### src/sdpb_pkg.sv
package sdpb_pkg;
    localparam int DQ_W = 16;
    localparam int ADDR_W = 11;
    localparam int BANKS = 2;
    localparam int BA_W = 1;
    localparam int AP_BIT = 10;
    localparam int COL_W = 7;
    localparam int BL_W = 2;
    localparam int CNT_W = 4;
    localparam int REF_W = 24;
    localparam int RD_PIPE = 3;
    localparam int CL2_STAGE = 1;
    localparam int CL3_STAGE = 2;

    localparam int CLK_MHZ = 200;
    localparam int T_RP_NS = 15;
    localparam int T_WR_NS = 10;
    localparam int T_REF_MS = 64;
    localparam int RP_CYC = (T_RP_NS * CLK_MHZ + 999) / 1000;
    localparam int WR_CYC = (T_WR_NS * CLK_MHZ + 999) / 1000;
    localparam int REF_CYC = T_REF_MS * CLK_MHZ * 1000;
    localparam int BURST_LEN = 4;
    localparam int CAS_LAT2 = 2;
    localparam int CAS_LAT3 = 3;

    typedef logic [CNT_W-1:0] sdpb_cnt_t;
    localparam sdpb_cnt_t CNT_ZERO = 4'h0;
    localparam sdpb_cnt_t CNT_ONE = 4'h1;
    localparam sdpb_cnt_t BL_LAST = CNT_W'(BURST_LEN - 1);
    localparam sdpb_cnt_t RP_CNT = CNT_W'(RP_CYC);
    localparam sdpb_cnt_t WR_CNT = CNT_W'(WR_CYC);
    localparam sdpb_cnt_t RP_GAP = CNT_W'(RP_CYC - 1);
    localparam sdpb_cnt_t RD_PRE_GAP = CNT_W'(BURST_LEN - 1);
    localparam sdpb_cnt_t WR_PRE_GAP = CNT_W'(BURST_LEN - 2 + WR_CYC);
    localparam sdpb_cnt_t RDAP_GAP = CNT_W'(BURST_LEN + RP_CYC - 1);
    localparam sdpb_cnt_t WRAP_GAP = CNT_W'(BURST_LEN - 2 + WR_CYC + RP_CYC);
    localparam sdpb_cnt_t BUS_GAP2 = CNT_W'(CAS_LAT2 + BURST_LEN - 1);
    localparam sdpb_cnt_t BUS_GAP3 = CNT_W'(CAS_LAT3 + BURST_LEN - 1);

    // Pin order is {cs_n, ras_n, cas_n, we_n}.
    typedef enum logic [3:0] {
        CMD_PRE = 4'h2,
        CMD_ACT = 4'h3,
        CMD_WR = 4'h4,
        CMD_RD = 4'h5,
        CMD_BST = 4'h6,
        CMD_NOP = 4'h7,
        CMD_DESEL = 4'hF
    } sdpb_cmd_e;

    typedef enum logic [2:0] {
        REQ_ACT = 3'h0,
        REQ_RD = 3'h1,
        REQ_WR = 3'h2,
        REQ_PRE = 3'h3,
        REQ_BST = 3'h4,
        REQ_PD_ENTER = 3'h5,
        REQ_PD_EXIT = 3'h6
    } sdpb_req_e;
endpackage

### src/sdpb_if.sv
`timescale 1ns/1ps
interface sdpb_if;
    import sdpb_pkg::*;
    logic cke;
    logic cs_n;
    logic ras_n;
    logic cas_n;
    logic we_n;
    logic [ADDR_W-1:0] addr;
    logic [BA_W-1:0] ba;
    logic [DQ_W-1:0] ctrl_dq;
    logic ctrl_dq_oe;
    logic [DQ_W-1:0] mem_dq;
    logic mem_dq_oe;

    modport mem (
        input cke, cs_n, ras_n, cas_n, we_n, addr, ba, ctrl_dq, ctrl_dq_oe,
        output mem_dq, mem_dq_oe
    );
    modport ctrl (
        output cke, cs_n, ras_n, cas_n, we_n, addr, ba, ctrl_dq, ctrl_dq_oe,
        input mem_dq, mem_dq_oe
    );
endinterface

### src/sdpb_ctrl.sv
`timescale 1ns/1ps
module sdpb_ctrl #(
    parameter int REF_LIMIT = sdpb_pkg::REF_CYC
) (
    input wire logic i_ref_clk,
    input wire logic i_rst_n,
    input wire logic i_cl3,
    input wire logic i_req_valid,
    input wire sdpb_pkg::sdpb_req_e i_req_kind,
    input wire logic [sdpb_pkg::BA_W-1:0] i_req_bank,
    input wire logic [sdpb_pkg::ADDR_W-1:0] i_req_addr,
    output logic o_req_ready,
    input wire logic [sdpb_pkg::DQ_W-1:0] i_wr_data,
    output logic o_wr_take,
    output logic [sdpb_pkg::DQ_W-1:0] o_rd_data,
    output logic o_rd_valid,
    output logic o_power_down,
    sdpb_if.ctrl bus
);
    import sdpb_pkg::*;

    function automatic sdpb_cnt_t cnt_dec(input sdpb_cnt_t c);
        cnt_dec = (c == CNT_ZERO) ? CNT_ZERO : c - CNT_ONE;
    endfunction

    function automatic sdpb_cnt_t cnt_max(input sdpb_cnt_t a, input sdpb_cnt_t b);
        cnt_max = (a > b) ? a : b;
    endfunction

    function automatic logic [3:0] enc(input sdpb_req_e k);
        case (k)
            REQ_ACT: enc = CMD_ACT;
            REQ_RD: enc = CMD_RD;
            REQ_WR: enc = CMD_WR;
            REQ_PRE: enc = CMD_PRE;
            REQ_BST: enc = CMD_BST;
            default: enc = CMD_NOP;
        endcase
    endfunction

    ////////////////////////////////////////////////////////////////////////////////
    logic cke_q;
    logic [3:0] cmd_q;
    logic [ADDR_W-1:0] addr_q;
    logic [BA_W-1:0] ba_q;
    logic [DQ_W-1:0] dq_q;
    logic dq_oe_q;
    logic [BANKS-1:0] open_q;
    sdpb_cnt_t idle_q;
    sdpb_cnt_t preg_q;
    sdpb_cnt_t busg_q;
    sdpb_cnt_t wleft_q;
    logic [REF_W-1:0] ref_q;
    logic ok;

    wire pd = ~cke_q;
    wire ap = i_req_addr[AP_BIT];
    wire bank_open = open_q[i_req_bank];
    wire ref_due = pd && (ref_q >= REF_W'(REF_LIMIT - 1));
    wire timers_idle = (idle_q == CNT_ZERO) && (busg_q == CNT_ZERO) && (wleft_q == CNT_ZERO);

    always_comb begin
        case (i_req_kind)
            REQ_ACT: ok = !bank_open && (idle_q == CNT_ZERO);
            REQ_RD: ok = bank_open;
            REQ_WR: ok = bank_open && (busg_q == CNT_ZERO);
            REQ_PRE: ok = (preg_q == CNT_ZERO);
            REQ_BST: ok = 1'b1;
            REQ_PD_ENTER: ok = (open_q == '0) && timers_idle;
            default: ok = 1'b0;
        endcase
    end

    assign o_req_ready = (i_req_kind == REQ_PD_EXIT) ? pd : (!pd && ok);
    wire take = i_req_valid && o_req_ready;
    wire take_rd = take && (i_req_kind == REQ_RD);
    wire take_wr = take && (i_req_kind == REQ_WR);
    wire take_pre = take && (i_req_kind == REQ_PRE);
    wire take_cut = take_rd || take_pre || (take && (i_req_kind == REQ_BST));
    wire exit_now = pd && (ref_due || (take && (i_req_kind == REQ_PD_EXIT)));
    wire wr_beat = take_wr || ((wleft_q != CNT_ZERO) && !take_cut);
    assign o_wr_take = wr_beat;
    wire [3:0] cmd_d = take ? enc(i_req_kind) : CMD_NOP;
    wire sdpb_cnt_t bus_gap = i_cl3 ? BUS_GAP3 : BUS_GAP2;

    ////////////////////////////////////////////////////////////////////////////////
    always_ff @(posedge i_ref_clk or negedge i_rst_n) begin
        if (!i_rst_n) begin
            cke_q <= 1'b1;
            cmd_q <= CMD_NOP;
            addr_q <= '0;
            ba_q <= '0;
            dq_q <= '0;
            dq_oe_q <= 1'b0;
            ref_q <= '0;
            o_rd_data <= '0;
            o_rd_valid <= 1'b0;
        end else begin
            if (take && (i_req_kind == REQ_PD_ENTER)) begin
                cke_q <= 1'b0;
            end else if (exit_now) begin
                cke_q <= 1'b1;
            end
            cmd_q <= cmd_d;
            if (take) begin
                addr_q <= i_req_addr;
                ba_q <= i_req_bank;
            end
            dq_oe_q <= wr_beat;
            if (wr_beat) begin
                dq_q <= i_wr_data;
            end
            ref_q <= pd ? ref_q + 1'b1 : '0;
            o_rd_valid <= bus.mem_dq_oe;
            o_rd_data <= bus.mem_dq;
        end
    end

    always_ff @(posedge i_ref_clk or negedge i_rst_n) begin
        if (!i_rst_n) begin
            open_q <= '0;
            idle_q <= CNT_ZERO;
            preg_q <= CNT_ZERO;
            busg_q <= CNT_ZERO;
            wleft_q <= CNT_ZERO;
        end else begin
            wleft_q <= take_wr ? BL_LAST : (take_cut ? CNT_ZERO : cnt_dec(wleft_q));
            if (take_rd) begin
                preg_q <= cnt_max(cnt_dec(preg_q), RD_PRE_GAP);
                busg_q <= cnt_max(cnt_dec(busg_q), bus_gap);
                idle_q <= ap ? cnt_max(cnt_dec(idle_q), RDAP_GAP) : cnt_dec(idle_q);
            end else if (take_wr) begin
                preg_q <= cnt_max(cnt_dec(preg_q), WR_PRE_GAP);
                busg_q <= cnt_dec(busg_q);
                idle_q <= ap ? cnt_max(cnt_dec(idle_q), WRAP_GAP) : cnt_dec(idle_q);
            end else if (take_pre) begin
                preg_q <= cnt_dec(preg_q);
                busg_q <= cnt_dec(busg_q);
                idle_q <= cnt_max(cnt_dec(idle_q), RP_GAP);
            end else begin
                preg_q <= cnt_dec(preg_q);
                busg_q <= cnt_dec(busg_q);
                idle_q <= cnt_dec(idle_q);
            end
            if (take && (i_req_kind == REQ_ACT)) begin
                open_q[i_req_bank] <= 1'b1;
            end else if ((take_rd || take_wr) && ap) begin
                open_q[i_req_bank] <= 1'b0;
            end else if (take_pre) begin
                if (ap) begin
                    open_q <= '0;
                end else begin
                    open_q[i_req_bank] <= 1'b0;
                end
            end
        end
    end

    assign o_power_down = pd;
    assign bus.cke = cke_q;
    assign bus.cs_n = cmd_q[3];
    assign bus.ras_n = cmd_q[2];
    assign bus.cas_n = cmd_q[1];
    assign bus.we_n = cmd_q[0];
    assign bus.addr = addr_q;
    assign bus.ba = ba_q;
    assign bus.ctrl_dq = dq_q;
    assign bus.ctrl_dq_oe = dq_oe_q;
endmodule

### src/flat_wrapper.sv
// flat-port wrapper written by rule: the top's interface ports become plain ports
module sdpb_ctrl_flat import sdpb_pkg::*;
#(
    parameter int REF_LIMIT = sdpb_pkg::REF_CYC
)
  (i_ref_clk, i_rst_n, i_cl3, i_req_valid, i_req_kind, i_req_bank, i_req_addr, o_req_ready, i_wr_data, o_wr_take, o_rd_data, o_rd_valid, o_power_down, bus_cke, bus_cs_n, bus_ras_n, bus_cas_n, bus_we_n, bus_addr, bus_ba, bus_ctrl_dq, bus_ctrl_dq_oe, bus_mem_dq, bus_mem_dq_oe);
  sdpb_if bus_i ();
  input wire logic i_ref_clk;
  input wire logic i_rst_n;
  input wire logic i_cl3;
  input wire logic i_req_valid;
  input wire sdpb_pkg::sdpb_req_e i_req_kind;
  input wire logic [sdpb_pkg::BA_W-1:0] i_req_bank;
  input wire logic [sdpb_pkg::ADDR_W-1:0] i_req_addr;
  output logic o_req_ready;
  input wire logic [sdpb_pkg::DQ_W-1:0] i_wr_data;
  output logic o_wr_take;
  output logic [sdpb_pkg::DQ_W-1:0] o_rd_data;
  output logic o_rd_valid;
  output logic o_power_down;
  output wire logic [$bits(bus_i.cke)-1:0] bus_cke;
  output wire logic [$bits(bus_i.cs_n)-1:0] bus_cs_n;
  output wire logic [$bits(bus_i.ras_n)-1:0] bus_ras_n;
  output wire logic [$bits(bus_i.cas_n)-1:0] bus_cas_n;
  output wire logic [$bits(bus_i.we_n)-1:0] bus_we_n;
  output wire logic [$bits(bus_i.addr)-1:0] bus_addr;
  output wire logic [$bits(bus_i.ba)-1:0] bus_ba;
  output wire logic [$bits(bus_i.ctrl_dq)-1:0] bus_ctrl_dq;
  output wire logic [$bits(bus_i.ctrl_dq_oe)-1:0] bus_ctrl_dq_oe;
  input wire logic [$bits(bus_i.mem_dq)-1:0] bus_mem_dq;
  input wire logic [$bits(bus_i.mem_dq_oe)-1:0] bus_mem_dq_oe;
  assign bus_cke = bus_i.cke;
  assign bus_cs_n = bus_i.cs_n;
  assign bus_ras_n = bus_i.ras_n;
  assign bus_cas_n = bus_i.cas_n;
  assign bus_we_n = bus_i.we_n;
  assign bus_addr = bus_i.addr;
  assign bus_ba = bus_i.ba;
  assign bus_ctrl_dq = bus_i.ctrl_dq;
  assign bus_ctrl_dq_oe = bus_i.ctrl_dq_oe;
  assign bus_i.mem_dq = bus_mem_dq;
  assign bus_i.mem_dq_oe = bus_mem_dq_oe;
  sdpb_ctrl #(.REF_LIMIT(REF_LIMIT)) u_core (.i_ref_clk(i_ref_clk), .i_rst_n(i_rst_n), .i_cl3(i_cl3), .i_req_valid(i_req_valid), .i_req_kind(i_req_kind), .i_req_bank(i_req_bank), .i_req_addr(i_req_addr), .o_req_ready(o_req_ready), .i_wr_data(i_wr_data), .o_wr_take(o_wr_take), .o_rd_data(o_rd_data), .o_rd_valid(o_rd_valid), .o_power_down(o_power_down), .bus(bus_i));
endmodule
### config.mk
export PLATFORM = sky130hd
export DESIGN_NAME = sdpb_ctrl_flat
export DESIGN_NICKNAME = d
export VERILOG_FILES = /design/src/sdpb_pkg.sv /design/src/sdpb_if.sv /design/src/sdpb_ctrl.sv /design/src/flat_wrapper.sv
export SDC_FILE = /design/constraint.sdc
export NUM_CORES = 1
export LEC_CHECK = 0
export BUFFER_PORTS_ARGS = -buffer_cell sky130_fd_sc_hd__buf_2
export CORE_MARGIN = 2
export CORE_UTILIZATION = 30
export CTS_BUF_LIST = sky130_fd_sc_hd__clkbuf_16
export DETAILED_ROUTE_END_ITERATION = 12
export SLEW_MARGIN = 20
export SYNTH_ARGS = -nofsm -noshare
export SYNTH_HDL_FRONTEND = slang
export SYNTH_SLANG_ARGS = --single-unit
### constraint.sdc
create_clock -name i_ref_clk -period 3.8 [get_ports i_ref_clk]
set_input_delay 0.76 -clock i_ref_clk [delete_from_list [all_inputs] [get_ports i_ref_clk]]
set_output_delay 0.76 -clock i_ref_clk [all_outputs]
set_load 0.005 [all_outputs]
==> results of run 1 <==
-- synth_stat cells (8+ instances only) --
| master | number | area (sq um) |
|---|---|---|
| nand2_1 | 22 | 82.6 |
| nor2_1 | 37 | 139 |
| a21oi_1 | 10 | 50.1 |
| mux2_2 | 19 | 214 |
| xor2_1 | 14 | 123 |
| inv_1 | 11 | 41.3 |
| mux2_4 | 11 | 165 |
| o21ai_0 | 11 | 55.1 |
| nand3_1 | 17 | 85.1 |
| nor3_1 | 11 | 55.1 |
| xnor2_1 | 8 | 70.1 |
| dfrtp_1 | 88 | 2200 |
-- power breakdown --
part           total, mW  internal [mW]  switching [mW]  leakage [nW]
Sequential          1.29           1.18           0.117          1.15
Combinational      0.747          0.391           0.356          1.05
Clock              0.873          0.505           0.368         0.137
Total               2.91           2.07           0.841          2.34
-- stage by stage --
step / setup slack (ns) / utilization
2_1_floorplan: 0.585 / -
3_3_place_gp: 0.533 / 0.362
3_5_place_dp: 0.490 / 0.362
4_1_cts: 0.470 / 0.385
5_1_grt: 0.267 / 0.385
6_report: 0.503 / 0.385
-- logic make-up after synthesis --
group / after synthesis / share of synthesized area
DFF: 92 / 0.569
adders and majority gates: 7 / 0.0204
xor gates and xnor gates: 22 / 0.0476
other: 1 / 0.000926
and+or+nand+nor: 125 / 0.154
AOI/OAI and AO/OA: 45 / 0.0825
muxes: 32 / 0.0985
buffers and inverters: 25 / 0.0269
-- path summary, 6_finish.rpt --
check / from / endpoint / depth (start not counted)
max in group asynchronous: i_rst_n / u_core.bus.addr[5] / 2
hold reg to reg: u_core.bus.addr[10] / u_core.bus.addr[10] / 2
min in group i_ref_clk: u_core.bus.addr[10] / u_core.bus.addr[10] / 2
hold / removal: i_rst_n / u_core.busg_q[1] / 1
setup / recovery: u_core.idle_q[0] / o_wr_take / 7
setup reg to reg: u_core.idle_q[0] / u_core.busg_q[1] / 6
-- area by class of cell --
type	instances	area, sq um
fill	1276	8120
clock buffer	9	225
tap	176	220
multi-input combinational	232	1640
sequential	92	2310
clock inverter	7	67.6
timing repair buffer	110	568
inverter	11	41.3
-- worst max-delay path: cells and delay by family, from the launching register on --
family | cells | cell delay (ns)
and+or+nand+nor | 2 | 0.70
DFF | 1 | 0.43
buffers and inverters | 2 | 0.20
AOI/OAI and AO/OA | 3 | 0.86
-- flip-flops by register name, summed over array words and instances, names as in the netlist, 2 cells and up --
signal / count
u_core.o_rd_data: 16
u_core.bus.ctrl_dq: 16
u_core.idle_q: 4
u_core.wleft_q: 4
u_core.ref_q: 24
u_core.preg_q: 4
u_core.open_q: 2
u_core.cmd_q: 3
u_core.bus.addr: 11
u_core.busg_q: 4
-- per-layer routing --
metal | vias to the layer above | wire [um] | part of all wire | track usage
met5 | - | 0 | 0 | 0
met4 | 0 | 95 | 0.011 | 0.0436
met3 | 9 | 613 | 0.073 | 0.0495
met2 | 84 | 3780 | 0.45 | 0.187
met1 | 1443 | 3890 | 0.46 | 0.164
li1 | 1437 | - | - | -
==> flow_summary.toml, run 1 <==
[timing]
setup_tns_ns = 0
period_needed_ns = 3.30
drv_slew = 0
tightest_slew_ns = 1.04
setup_viol = 0
rsz0062_at_grt = "false"
hold_violations = 0
period_share = 0.868
max_freq_mhz = 303
relSlewSlack = 0.304
fin_hold_ws_ns = 0.417
fin_skew_ns = 0.00623

[floorplanning]
start_util = 0.307
die_area_sq_mm = 0.0145
die_y_um = 120
io_pins = 106
die_w_um = 120
num_rows = 42
core_sq_mm = 0.0132

[yosys]
synth-edff-count = 0
yosys_warnings = 0
synthArstFlopShare = 1.00
syn_avg_cell_area_sq_um = 11.6
synth-seq-area-share = 0.569
synthFlopType = "dfrtp_1"
ys_ff_latch = 92
syn_area_sq_mm = 0.00405
synthDistinctLibCells = 52
syn_inst = 349
synth_nets = 406

[worst_setup_path]
crit_chain = "nor4_1 > nand4_1 > a21oi_1 > o211ai_1 > a21boi_4 > inv_1 > buf_2"
path_class = "reg -> out"
reg2reg_slack_ns = 0.95
arrival_ns = 2.54
path_max_fanout = 6
crit_path_top_delay_cell = "nor4_1"
required_ns = 3.04
max_stage_delay_ns = 0.54
cp-end-kind = "output port"
cp-start-kind = "register"

[cells_and_area]
area_delta_synth_final_pct = 25.2
design_area_sq_mm = 0.00507
fin_nets = 513
diodes = 0
drive_gt1_frac = 0.369
final_cell_mix = "buf_2 (103), dfrtp_1 (88), nor2_1 (37)"
final_common_cell = "buf_2"
finalNonFillerCells = 637

[global_route]
grt_max_degree = 48
overflow = 0
grt_pass1_vias = 2975
antenna_found_initial = 0
grt_pass1_wl_um = 14300
track_usage = 0.124

[drt]
vias = 2973
drc = 0
dr.pass1.iters = 4
via_per_inst = 4.67
postRouteWirelength_um = 8380
drt_iter0_markers = 79
postRouteAntennaNets = 0
wl_per_cell_um = 13.1

[placement]
gp_congestion = 0.764
port_buffers = 104
dp_cells = 621
dp_hpwl_um = 6120
placed_cell_area_sq_mm = 0.00478

[clock_network]
post_cts_buffers = 0
htreeDepth = 3
cts_resized = 0
cts_tree = "yes"
cts_buffer_depth = 2
cts-root-buf = "clkbuf_16"
numCtsBuffers = 9
clock-sinks = 92
cts_hold_buf = 0
clk_latency_ns = 0.34
clk_pin_slew_worst_paths_ns = 0.06

[job]
drv_cap = 0

[power_and_ir_drop]
finalPower_mw = 2.91
power.density_mw_per_mm2 = 574
ir_worst_vdd_mv = 0.263
power.leakage_nw = 2.34

[worst_hold_path]
min_path_type = "in -> async"

[outcome]
status = "complete, no violations"
(Power assumes the default switching activity.)
==> run 2: changes to the inputs <==
BUFFER_PORTS_ARGS = -buffer_cell sky130_fd_sc_hd__buf_4   (was -buffer_cell sky130_fd_sc_hd__buf_2)
==> run 2 against run 1 <==
Compared with the run above: critical path depth is the same; count of clock-buffer cells in the layout is the same; critical endpoint unchanged; via count is the same; wire length grew 0.82%; largest power group unchanged; register-to-register slack is essentially flat; die area is the same; critical path type unchanged; sequential cell count is the same; total power grew 0.85%; worst hold slack lost 0.014 ns.
==> flow_summary.toml, run 2 (synthesis results as in run 1) <==
[cells_and_area]
final_common_cell = "buf_4"
area_delta_synth_final_pct = 30.9
fin_nets = 513
multiInputGateArea_sq_mm = 0.00164
final_util = 0.402
nFillCells = 1289
drive_gt1_frac = 0.363
diodes = 0
largest_register_ffs = 24
ff_latch_area_sq_mm = 0.00231
regMostFlops = "u_core.ref_q"
final_cell_mix = "buf_4 (109), dfrtp_1 (88), nor2_1 (37)"

[power_and_ir_drop]
internal_power_mw = 2.09
net-switching-power_mw = 0.843
power.leakage_nw = 2.42
combPwrFrac = 0.285
power_frac_clock = 0.271
sw_frac_of_total = 0.287
finalPower_mw = 2.94
seqPwrFrac = 0.444
ir_worst_vdd_mv = 0.272
power.density_mw_per_mm2 = 554

[placement]
port_buffers = 104
dp_slack_ns = 0.496
dp_hpwl_um = 6070
gp_congestion = 0.774

[outcome]
status = "complete, no violations"

[worst_setup_path]
timing.rr.start = "u_core.idle_q[1]"
critPathCapture = "o_wr_take"
path_max_fanout = 5
arrival_ns = 2.55
crit_start = "u_core.idle_q[1]"
cp-start-kind = "register"
required_ns = 3.04
cp-end-kind = "output port"
path_class = "reg -> out"
worst_r2r_endpoint = "u_core.busg_q[1]"
reg2reg_slack_ns = 0.94
rr_worst_depth = 7

[drt]
drc = 0
drt_iter0_markers = 123
postRouteWirelength_um = 8440
via_per_inst = 4.67
wl_per_cell_um = 13.3
dr.pass1.iters = 4
postRouteAntennaNets = 0
vias = 2973

[timing]
tightest_slew_ns = 0.567
fin_skew_ns = 0.00640
setup_slack_ns = 0.491
setup_tns_ns = 0
drv_slew = 0
period_share = 0.871
fin_hold_ws_ns = 0.403
period_needed_ns = 3.31
max_freq_mhz = 302
setup_viol = 0
relSlewSlack = 0.622
hold_violations = 0
rsz0062_at_grt = "false"

[global_route]
antenna_found_initial = 0
overflow = 0
grt_max_degree = 46
met1_usage = 0.161
grt_pass1_vias = 2981
track_usage = 0.123
grt_busiest_layer = "met2"
grt_pass1_wl_um = 14100
use_met2 = 0.181
grt_util_met3 = 0.0425

[clock_network]
clk_pin_slew_worst_paths_ns = 0.06
cts_resized = 0
cts_tree = "yes"
htreeDepth = 3
cts_hold_buf = 0
clock-sinks = 92
cts_buffer_depth = 2
cts-root-buf = "clkbuf_16"
clk_latency_ns = 0.34
numCtsBuffers = 9
post_cts_buffers = 0

[floorplanning]
start_util = 0.307
die_w_um = 120
die_y_um = 120
io_pins = 106
core_sq_mm = 0.0132
num_rows = 42
die_area_sq_mm = 0.0145

[worst_hold_path]
min_path_type = "in -> async"

[job]
drv_cap = 0
==> run 2: cell count changes in the layout (fill, tap and decap cells not counted), sizes merged <==
cell      delta
clkinvlp     -2
bufinv       -1
clkinv       +1
inv          +1
==> run 2: area by class of cell <==
class / count / share of cell area
sequential: 92 / 0.435
clock inverter: 6 / 0.00637
tap: 176 / 0.0415
inverter: 11 / 0.00779
clock buffer: 9 / 0.0425
timing repair buffer: 110 / 0.156
multi-input combinational: 232 / 0.310
==> run 2: through the flow <==
step	area, sq um	instances
6_report	5300	636
5_1_grt	5300	636
4_1_cts	5290	635
3_5_place_dp	5030	620
3_3_place_gp	5030	620
2_1_floorplan	4050	349
==> run 2: power groups by stage <==
stage	logic, mW	registers [mW]	clock network, mW
2_1_floorplan	0.458	1.31	0
3_3_place_gp	0.838	1.31	0
3_5_place_dp	0.854	1.32	0
4_1_cts	0.852	1.31	0.833
5_1_grt	0.927	1.33	0.866
6_report	0.837	1.30	0.796
==> run 2: worst min path at each step <==
stage,from,to,slack [ns],cells past startpoint
floorplan,i_rst_n,u_core.bus.addr[0],0.46,0
global placement,u_core.wleft_q[0],u_core.wleft_q[0],0.48,1
detailed placement,u_core.wleft_q[0],u_core.wleft_q[0],0.48,1
CTS,i_rst_n,u_core.busg_q[1],0.43,1
global route,i_rst_n,u_core.busg_q[1],0.45,1
finish,i_rst_n,u_core.busg_q[1],0.40,1
==> run 2: critical path: stages (launching register included) <==
cell and delay (ns):
dfrtp_1 0.42, nor4_1 0.53, nand4_1 0.16, a21oi_1 0.43
o211ai_1 0.21, a21boi_4 0.23, inv_1 0.08, buf_4 0.14
==> run 2: metal layers <==
metal	up-vias	wire length, um	part of all wire
li1	1434	-	-
met1	1448	3920	0.46
met2	77	3710	0.44
met3	14	630	0.075
met4	0	184	0.022
met5	-	0	0
